<file path="src/hdl/dplm_pkg.sv">
/*
 * Package for the loop mode controller: widths, encodings and reset values.
 * Assumes a single 125 MHz clock domain and plain control ports.
 */
package dplm_pkg;
    // ==========================================================
    // Widths and counts
    localparam int NUM_LOOPS = 3;
    localparam int NUM_W = 40;
    localparam int DEN24_W = 24;
    localparam int WORD_W = 32;
    localparam int REF_W = 2;
    localparam int PRIO_W = 2;
    // Cycles a loop needs to settle before it reports lock
    localparam int LOCK_CYC = 64;
    localparam int CNT_W = 7;
    localparam logic [NUM_W-1:0] NUM_RST = 40'h00_0000_0000;
    localparam logic [NUM_W-1:0] DEN40_FIXED = 40'hFF_FFFF_FFFF;
    localparam logic [DEN24_W-1:0] DEN24_RST = 24'hFFFFFF;
    localparam logic [1:0] MODE_INDEP = 2'h0;
    localparam logic [1:0] MODE_CASC = 2'h1;
    localparam logic [1:0] MODE_AONLY = 2'h2;

    // ==========================================================
    // Per-loop analog state
    typedef enum logic [3:0] {
        DPLM_OFF = 4'h1,
        DPLM_WAIT = 4'h2,
        DPLM_ACQ = 4'h4,
        DPLM_LOCK = 4'h8
    } dplm_ast_t;

    typedef struct packed {
        logic dco_en;
        logic dco_inc;
        logic dco_step;
        logic [NUM_W-1:0] freq_step_value;
    } dplm_dco_t;

    typedef struct packed {
        logic dpll_en;
        logic analog_loop_enable;
        logic casc_from3;
        logic denominator_select;
        logic [REF_W-1:0] ref_sel;
        logic [PRIO_W-1:0] analog_loop_start_order;
        logic [NUM_W-1:0] base_num;
        logic [DEN24_W-1:0] den24;
    } dplm_cfg_t;
endpackage

</file>
<file path="src/hdl/dplm_ctrl.sv">
/*
 * Mode and sequencing controller for three digital loops, each steering
 * a paired analog loop divider. Phase error is given as a signed word
 * per loop; reference validity is given per input. Analog lock is modelled
 * by a settle counter after calibration.
 */
`timescale 1ns/1ps

// Notes on behaviour
// DCO step adds or subtracts freq step value to the divider numerator.
// Stepped numerator drives analog loop and any cascaded downstream loop.
// Software keeps loop bandwidth below all three limits.
// Independent mode: each digital loop picks its own reference input.
// After start-up analog loops lock to crystal and free-run.
// With valid reference each digital loop acquires lock by its own priority.
// Phase error is filtered and adjusts the analog divider numerator.
// Independent loops lock and unlock without touching each other.
// Cascaded mode: all locked outputs follow loop three reference.
// Cascaded mode without reference: all analog loops free-run on crystal.
// Cascaded loops one, two keep lock while loop three free-runs.
// Loop three offset passes to cascaded loops one and two.
// Software confirms loop three lock, toggles enable, rechecks lock.
// Software never routes one oscillator to both references of a pair.
// With loops one, two disabled, oscillators follow loop three domain.
// Analog-only mode ignores digital loops; cascade and DCO still work. Here a DCO step is cleared again after one cycle.
// Analog-only start-up locks analog loops in start-order sequence.
// Non-cascaded loop in analog-only mode locks to crystal in its turn.
// Denominator select zero picks 24-bit, one picks fixed 40-bit.
// Software prefers 24-bit denominator when the digital loop is off.
// Each digital loop has detector, filter and 40-bit sigma-delta divider.
// Every digital and analog loop reports a lock status flag.
module dplm_ctrl
    import dplm_pkg::*;
#(
    parameter int LOCK_CYCLES = LOCK_CYC,
    parameter int ERR_W = 16,
    parameter int GAIN_SH = 4
) (
    // Clock and reset
    input wire logic CLK_I,
    input wire logic RSTN_I,
    // Mode and configuration
    input wire logic [1:0] MODE_I,
    input wire dplm_cfg_t [NUM_LOOPS-1:0] CFG_I,
    input wire dplm_dco_t [NUM_LOOPS-1:0] DCO_I,
    // Reference side
    input wire logic [3:0] REF_VALID_I,
    input wire logic [NUM_LOOPS-1:0][ERR_W-1:0] PHASE_ERR_I,
    // Divider and status outputs
    output logic [NUM_LOOPS-1:0][NUM_W-1:0] NUM_O,
    output logic [NUM_LOOPS-1:0][NUM_W-1:0] DEN_O,
    output logic [NUM_LOOPS-1:0] SDM_BIT_O,
    output logic [NUM_LOOPS-1:0] FROM_LOOP3_O,
    output logic [NUM_LOOPS-1:0] ANALOG_LOCK_O,
    output logic [NUM_LOOPS-1:0] DIGITAL_LOCK_O,
    output logic [NUM_LOOPS-1:0] FREE_RUN_O
);
    // ==========================================================
    // Helpers
    function automatic logic [NUM_W-1:0] sext_err(input logic [ERR_W-1:0] e);
        sext_err = {{(NUM_W-ERR_W){e[ERR_W-1]}}, e};
    endfunction

    function automatic logic in_lock_window(input logic [ERR_W-1:0] e);
        logic [ERR_W-1:0] mag;
        mag = e[ERR_W-1] ? (~e + 1'b1) : e;
        in_lock_window = (mag >> GAIN_SH) == '0;
    endfunction

    // ==========================================================
    // State
    dplm_ast_t ast_r [NUM_LOOPS];
    dplm_ast_t ast_nxt [NUM_LOOPS];
    logic [CNT_W-1:0] cnt_r [NUM_LOOPS];
    logic [CNT_W-1:0] cnt_nxt [NUM_LOOPS];
    logic [NUM_W-1:0] num_r [NUM_LOOPS];
    logic [NUM_W-1:0] num_nxt [NUM_LOOPS];
    logic [NUM_W-1:0] dlf_r [NUM_LOOPS];
    logic [NUM_W-1:0] dlf_nxt [NUM_LOOPS];
    logic [NUM_W:0] acc_r [NUM_LOOPS];
    logic [NUM_W:0] acc_nxt [NUM_LOOPS];
    logic [NUM_LOOPS-1:0] en_d_r;
    logic [NUM_LOOPS-1:0] dlock_r;
    logic [NUM_LOOPS-1:0] dlock_nxt;
    logic [NUM_LOOPS-1:0] step_d_r;
    logic [PRIO_W:0] turn_r;
    logic [PRIO_W:0] turn_nxt;

    logic [NUM_LOOPS-1:0] dpll_active;
    logic [NUM_LOOPS-1:0] ref_ok;
    logic [NUM_LOOPS-1:0] casc;
    logic [NUM_LOOPS-1:0] my_turn;
    logic [NUM_LOOPS-1:0] step_pulse;
    logic all_prior_locked;
    logic signed [NUM_W-1:0] err_step [NUM_LOOPS];

    // ==========================================================
    // Steering terms
    always_comb begin
        all_prior_locked = 1'b1;
        for (int i = 0; i < NUM_LOOPS; i++) begin
            // digital loops unused
            dpll_active[i] = CFG_I[i].dpll_en && (MODE_I != MODE_AONLY);
            // own reference choice
            if (MODE_I == MODE_CASC && i != NUM_LOOPS-1 && CFG_I[i].casc_from3) begin
                // cascaded loops follow loop three domain
                ref_ok[i] = ast_r[NUM_LOOPS-1] == DPLM_LOCK;
            end else begin
                ref_ok[i] = REF_VALID_I[CFG_I[i].ref_sel];
            end
            casc[i] = (i != NUM_LOOPS-1) && CFG_I[i].casc_from3 && (MODE_I != MODE_INDEP);
            // start-order turn
            my_turn[i] = (MODE_I != MODE_AONLY) ||
                ({1'b0, CFG_I[i].analog_loop_start_order} <= turn_r);
            step_pulse[i] = DCO_I[i].dco_step && !step_d_r[i];
            // signed filter step, keeps sign of the error
            err_step[i] = $signed(sext_err(PHASE_ERR_I[i])) >>> GAIN_SH;
        end
        for (int i = 0; i < NUM_LOOPS; i++) begin
            if (CFG_I[i].analog_loop_enable &&
                {1'b0, CFG_I[i].analog_loop_start_order} == turn_r &&
                ast_r[i] != DPLM_LOCK) begin
                all_prior_locked = 1'b0;
            end
        end
    end

    // ==========================================================
    // Per-loop analog sequencing, filter and numerator
    always_comb begin
        turn_nxt = turn_r;
        // turn advances once its loops lock
        if (all_prior_locked && turn_r != {1'b1, {PRIO_W{1'b0}}}) begin
            turn_nxt = turn_r + 1'b1;
        end
    end

    always_comb begin
        for (int i = 0; i < NUM_LOOPS; i++) begin
            ast_nxt[i] = ast_r[i];
            cnt_nxt[i] = cnt_r[i];
            dlf_nxt[i] = dlf_r[i];
            num_nxt[i] = num_r[i];
            dlock_nxt[i] = 1'b0;
            case (ast_r[i])
                DPLM_OFF: begin
                    // rising enable recalibrates oscillator
                    if (CFG_I[i].analog_loop_enable && !en_d_r[i]) begin
                        ast_nxt[i] = DPLM_WAIT;
                        cnt_nxt[i] = '0;
                    end
                end
                DPLM_WAIT: begin
                    // crystal lock in its turn
                    if (my_turn[i] && (!casc[i] || ast_r[NUM_LOOPS-1] == DPLM_LOCK)) begin
                        ast_nxt[i] = DPLM_ACQ;
                    end
                end
                DPLM_ACQ: begin
                    if (cnt_r[i] == CNT_W'(LOCK_CYCLES - 1)) begin
                        // free-run lock on crystal
                        ast_nxt[i] = DPLM_LOCK;
                    end else begin
                        cnt_nxt[i] = cnt_r[i] + 1'b1;
                    end
                end
                DPLM_LOCK: ;
                default: ast_nxt[i] = DPLM_OFF;
            endcase
            if (!CFG_I[i].analog_loop_enable) begin
                ast_nxt[i] = DPLM_OFF;
            end
            // per-loop acquisition, no cross coupling
            if (dpll_active[i] && ref_ok[i] && ast_r[i] == DPLM_LOCK) begin
                // filter phase error into numerator
                dlf_nxt[i] = dlf_r[i] + err_step[i];
                // keep lock while error stays in window
                dlock_nxt[i] = in_lock_window(PHASE_ERR_I[i]);
            end else if (!dpll_active[i]) begin
                dlf_nxt[i] = '0;
            end
            // no reference holds last word, free-run or holdover
            num_nxt[i] = CFG_I[i].base_num + dlf_nxt[i];
            // DCO step; without dpll_active, as in analog-only mode, it lasts one cycle
            if (DCO_I[i].dco_en && step_pulse[i]) begin
                dlf_nxt[i] = DCO_I[i].dco_inc ? dlf_nxt[i] + DCO_I[i].freq_step_value
                                              : dlf_nxt[i] - DCO_I[i].freq_step_value;
                num_nxt[i] = CFG_I[i].base_num + dlf_nxt[i];
            end
        end
    end

    // ==========================================================
    // Sigma-delta first order modulator
    always_comb begin
        for (int i = 0; i < NUM_LOOPS; i++) begin
            acc_nxt[i] = {1'b0, acc_r[i][NUM_W-1:0]} + {1'b0, num_r[i]};
        end
    end

    always_ff @(posedge CLK_I or negedge RSTN_I) begin
        if (!RSTN_I) begin
            for (int i = 0; i < NUM_LOOPS; i++) begin
                acc_r[i] <= '0;
            end
        end else begin
            for (int i = 0; i < NUM_LOOPS; i++) begin
                acc_r[i] <= acc_nxt[i];
            end
        end
    end

    // ==========================================================
    // Analog sequencing registers
    always_ff @(posedge CLK_I or negedge RSTN_I) begin
        if (!RSTN_I) begin
            for (int i = 0; i < NUM_LOOPS; i++) begin
                ast_r[i] <= DPLM_OFF;
                cnt_r[i] <= '0;
            end
            en_d_r <= '0;
        end else begin
            for (int i = 0; i < NUM_LOOPS; i++) begin
                ast_r[i] <= ast_nxt[i];
                cnt_r[i] <= cnt_nxt[i];
                en_d_r[i] <= CFG_I[i].analog_loop_enable;
            end
        end
    end

    // ==========================================================
    // Filter, numerator and digital lock registers
    always_ff @(posedge CLK_I or negedge RSTN_I) begin
        if (!RSTN_I) begin
            for (int i = 0; i < NUM_LOOPS; i++) begin
                num_r[i] <= NUM_RST;
                dlf_r[i] <= '0;
            end
            dlock_r <= '0;
            step_d_r <= '0;
        end else begin
            for (int i = 0; i < NUM_LOOPS; i++) begin
                num_r[i] <= num_nxt[i];
                dlf_r[i] <= dlf_nxt[i];
                step_d_r[i] <= DCO_I[i].dco_step;
            end
            dlock_r <= dlock_nxt;
        end
    end

    // ==========================================================
    // Start-order turn register
    always_ff @(posedge CLK_I or negedge RSTN_I) begin
        if (!RSTN_I) begin
            turn_r <= '0;
        end else begin
            turn_r <= turn_nxt;
        end
    end

    // ==========================================================
    // Outputs
    always_comb begin
        for (int i = 0; i < NUM_LOOPS; i++) begin
            NUM_O[i] = num_r[i];
            // denominator choice
            DEN_O[i] = CFG_I[i].denominator_select ? DEN40_FIXED
                                                   : {{(NUM_W-DEN24_W){1'b0}}, CFG_I[i].den24};
            SDM_BIT_O[i] = acc_r[i][NUM_W];
            // cascaded reference from loop three
            FROM_LOOP3_O[i] = casc[i];
            // lock flags
            ANALOG_LOCK_O[i] = ast_r[i] == DPLM_LOCK;
            DIGITAL_LOCK_O[i] = dlock_r[i];
            FREE_RUN_O[i] = (ast_r[i] == DPLM_LOCK) && !dlock_r[i];
        end
    end
endmodule

</file>
<file path="config.mk">
export PLATFORM = sky130hd
export DESIGN_NAME = dplm_ctrl
export DESIGN_NICKNAME = d
export VERILOG_FILES = /design/src/hdl/dplm_pkg.sv /design/src/hdl/dplm_ctrl.sv
export SDC_FILE = /design/constraint.sdc
export NUM_CORES = 2
export LEC_CHECK = 0
export ABC_AREA = 0
export BUFFER_PORTS_ARGS = -buffer_cell sky130_fd_sc_hd__buf_2
export CAP_MARGIN = 20
export CORE_MARGIN = 2
export CORE_UTILIZATION = 54
export CTS_BUF_LIST = sky130_fd_sc_hd__clkbuf_4 sky130_fd_sc_hd__clkbuf_8
export CTS_CLUSTER_SIZE = 12
export DETAILED_ROUTE_END_ITERATION = 8
export PLACE_DENSITY = 0.8
export SYNTH_ARGS = -nofsm -noshare
export SYNTH_HDL_FRONTEND = slang
export SYNTH_SLANG_ARGS = --single-unit
</file>
<file path="constraint.sdc">
create_clock -name CLK_I -period 6.8 [get_ports CLK_I]
set_clock_uncertainty 0.2 [all_clocks]
set_input_delay 1.02 -clock CLK_I [delete_from_list [all_inputs] [get_ports CLK_I]]
set_output_delay 1.02 -clock CLK_I [all_outputs]
set_load 0.1 [all_outputs]
</file>
==> impl_metrics.yaml <==
run_status:
  outcome: "finished with violations"
  violations: "negative setup slack"
placement:
  dp_hpwl_mm: 110.9
  pre_cts_slack_ns: -1.055
  gp_congestion: 0.9839
  port_buffers: 653
setup_path:
  critPathCaptureType: "register"
  slowest_delay_ns: 0.45
  cp_common_cell: "a21oi_2"
  critPathMaxFanout: 5
  crit_type: "reg2reg"
  cp.required_ns: 7.17
  startpoint_type: "register"
  crit_slowest_cell: "dfrtp_1"
  arrival_ns: 7.42
die:
  start_util: 0.5475
  io_pins: 656
  core_um2: 74700
  fp.dieH_um: 279.2
  dieArea_um2: 77960
  rows: 100
  die_w_um: 279.2
timing:
  rsz0062_at_grt: "true"
  post-route-min-period_ns: 7.048
  slew_headroom: 0.3049
  period_share: 1.036
  setup_viol: 15
  holdWs_ns: 0.1474
  slew_viol_final: 0
  layout_setup_ws_ns: -0.2479
  hold_viol_final: 0
  worstMarginPinSlew_ns: 1.043
  fmax_mhz: 141.9
run:
  maxCapViolCount: 0
pwr:
  p_leak_nw: 28.74
  p_clk_frac: 0.182
  swShare: 0.4621
  powerDensity_nw_per_um2: 272.8
  internal-power_mw: 8.260
  ir_worst_vdd_mv: 0.3434
  p_sw_mw: 7.096
  seq_power_share: 0.223
  combPwrFrac: 0.595
clocking:
  cts_buffer_depth: 3
  cts_max_level: 3
  cts_tree: "built"
  cts_buffers: 78
  clkTransAtPathRegs_ns: 0.07
  cts_num_sinks: 408
  clk_latency_ns: 0.69
  clockRootBuffer: "clkbuf_8"
detailed_routing:
  vias: 44980
  avgRoutedWirePerCell_um: 19.29
  drc: 0
  drtPass1Iterations: 5
  wirelength_mm: 146.8
  viasPerCell: 5.910
  antenna_left: 0
  drt_iter0_drc: 3703
cells_and_area:
  final_common_cell: "buf_4"
  drive_above_1_share: 0.3479
  fin_nets: 7464
  layout_common_cells: "1019 x buf_4, 649 x buf_2, 448 x ha_1"
  syn_to_final_growth_pct: 37.62
  fillers: 5109
synth:
  synthArstFlopShare: 1.000
  synth_warnings: 0
  syn_avg_cell_area_um2: 8.242
  yosys.cell_types.count: 87
  syn-num-nets: 5865
  synth_cells: 4962
  syn_area_um2: 40900
  ys_seq_elements: 408
  synth_edf_count: 0
  seq_area_frac_synth: 0.2497
  ys.flop_type: "dfrtp_1"
min_path:
  hp-class: "in2async"
global_routing:
  grt_max_degree: 145
  antenna_found_initial: 27
  track_usage: 0.3411
  grt_pass1_wl_mm: 217.2
  grt_pass1_vias: 42760
  globalRouteOverflowTotal: 0
## Yosys cell counts (all sizes together), types with 30 or more instances
master / instances / area (um^2)
nor3: 93 / 470.5
xor2: 238 / 2085
o211ai: 30 / 225.2
ha: 490 / 6131
nand3: 150 / 750.7
dfrtp: 405 / 10130
o21a: 62 / 465.5
inv: 163 / 611.8
xnor2: 298 / 2618
nand2: 364 / 1366
and3: 67 / 419.2
nand2b: 90 / 563.0
or3: 38 / 242.7
o21bai: 64 / 480.5
nor2b: 58 / 362.9
and2: 31 / 193.9
buf: 63 / 431.7
nand4: 54 / 337.8
or2: 84 / 525.5
a31oi: 58 / 362.9
clkbuf: 108 / 405.4
a21o: 272 / 2042
o21ai: 324 / 1622
a21oi: 543 / 2721
a211oi: 45 / 337.8
nor2: 396 / 1486
## worst max-delay path: cells and delay by family (launching register included)
family / cells / cell delay [ns]
xor+xnor: 3 / 0.58
simple gates: 7 / 1.17
buf+inv: 3 / 0.28
compound gates: 18 / 3.12
fa+ha+maj: 4 / 1.12
flops: 1 / 0.45
## per-layer routing
metal | routed length, um | GRT usage | up-vias
li1 | - | - | 21320
met1 | 58780 | 0.4290 | 21230
met2 | 68720 | 0.5718 | 1941
met3 | 11580 | 0.05824 | 484
met4 | 7715 | 0.1548 | 8
met5 | 48 | 0 | -
## cell families after synthesis
group	Yosys count	share of synthesized area
AOI/OAI and AO/OA	1624	0.2503
buffers and inverters	334	0.03543
other	1	0.00009169
adders and majority gates	502	0.1558
and+or+nand+nor	1519	0.1829
DFF	408	0.2497
muxes	38	0.01074
xor gates and xnor gates	536	0.1150
## path summary, 6_finish.rpt
check                      cells past startpoint     endpoint      start  slack (ns)
setup / recovery                              35    NUM_O[79]  dlf_r[40]       -0.25
hold / removal                                 1     acc_r[1]     RSTN_I        0.15
setup reg to reg                              35    NUM_O[79]  dlf_r[40]       -0.25
hold reg to reg                                1    acc_r[41]  acc_r[41]        0.27
max in group asynchronous                      2    dlf_r[44]     RSTN_I        4.80
min in group CLK_I                             1  step_d_r[0]  DCO_I[40]        0.26
## power groups by stage
stage | sequential, mW | clock, mW | combinational, mW
after floorplan | 4.46 | 0 | 5.32
after global placement | 3.42 | 0 | 8.35
after detailed placement | 3.43 | 0 | 8.65
after CTS | 3.40 | 2.82 | 8.77
after global routing | 3.47 | 2.93 | 9.87
final | 3.42 | 2.80 | 9.14
## stage by stage
stage	instances	setup TNS, ns	cell area (um^2)	util	power, mW
after floorplan	4962	-0.8123	41380	-	9.780
after detailed placement	7388	-33.94	52310	0.7003	12.09
final	7611	-1.768	56290	0.7535	15.36
after CTS	7538	-0.005319	54540	0.7301	15.00
after global routing	7605	-7.785	56270	0.7533	16.27
after global placement	7388	-25.62	52310	0.7003	11.77
## final cells by class
class / instances / area (um^2) / area share
timing repair buffer: 1690 / 11180 / 0.1986
antenna: 23 / 57.56 / 0.001023
clock buffer: 118 / 1499 / 0.02663
clock inverter: 20 / 259.0 / 0.004601
tap: 969 / 1212 / 0.02154
sequential: 408 / 10210 / 0.1815
inverter: 163 / 619.3 / 0.01100
multi-input combinational: 4220 / 31250 / 0.5552
## sequential cells by signal (all words and copies together), names as in the netlist
signal and count:
cnt_r 21, ast_r 12, step_d_r 3, DIGITAL_LOCK_O 3
dlf_r 120, turn_r 3, en_d_r 3, SDM_BIT_O 3
NUM_O 120, acc_r 120
## timing repair
item / CTS / global route
setup buffers: 12 / 49
resized for setup: 101 / 297
setup endpoints to repair: 33 / 46
pin swaps: 45 / 207
cloned: 0 / 0
hold buffers: 0 / 0
(Power assumes the default switching activity.)
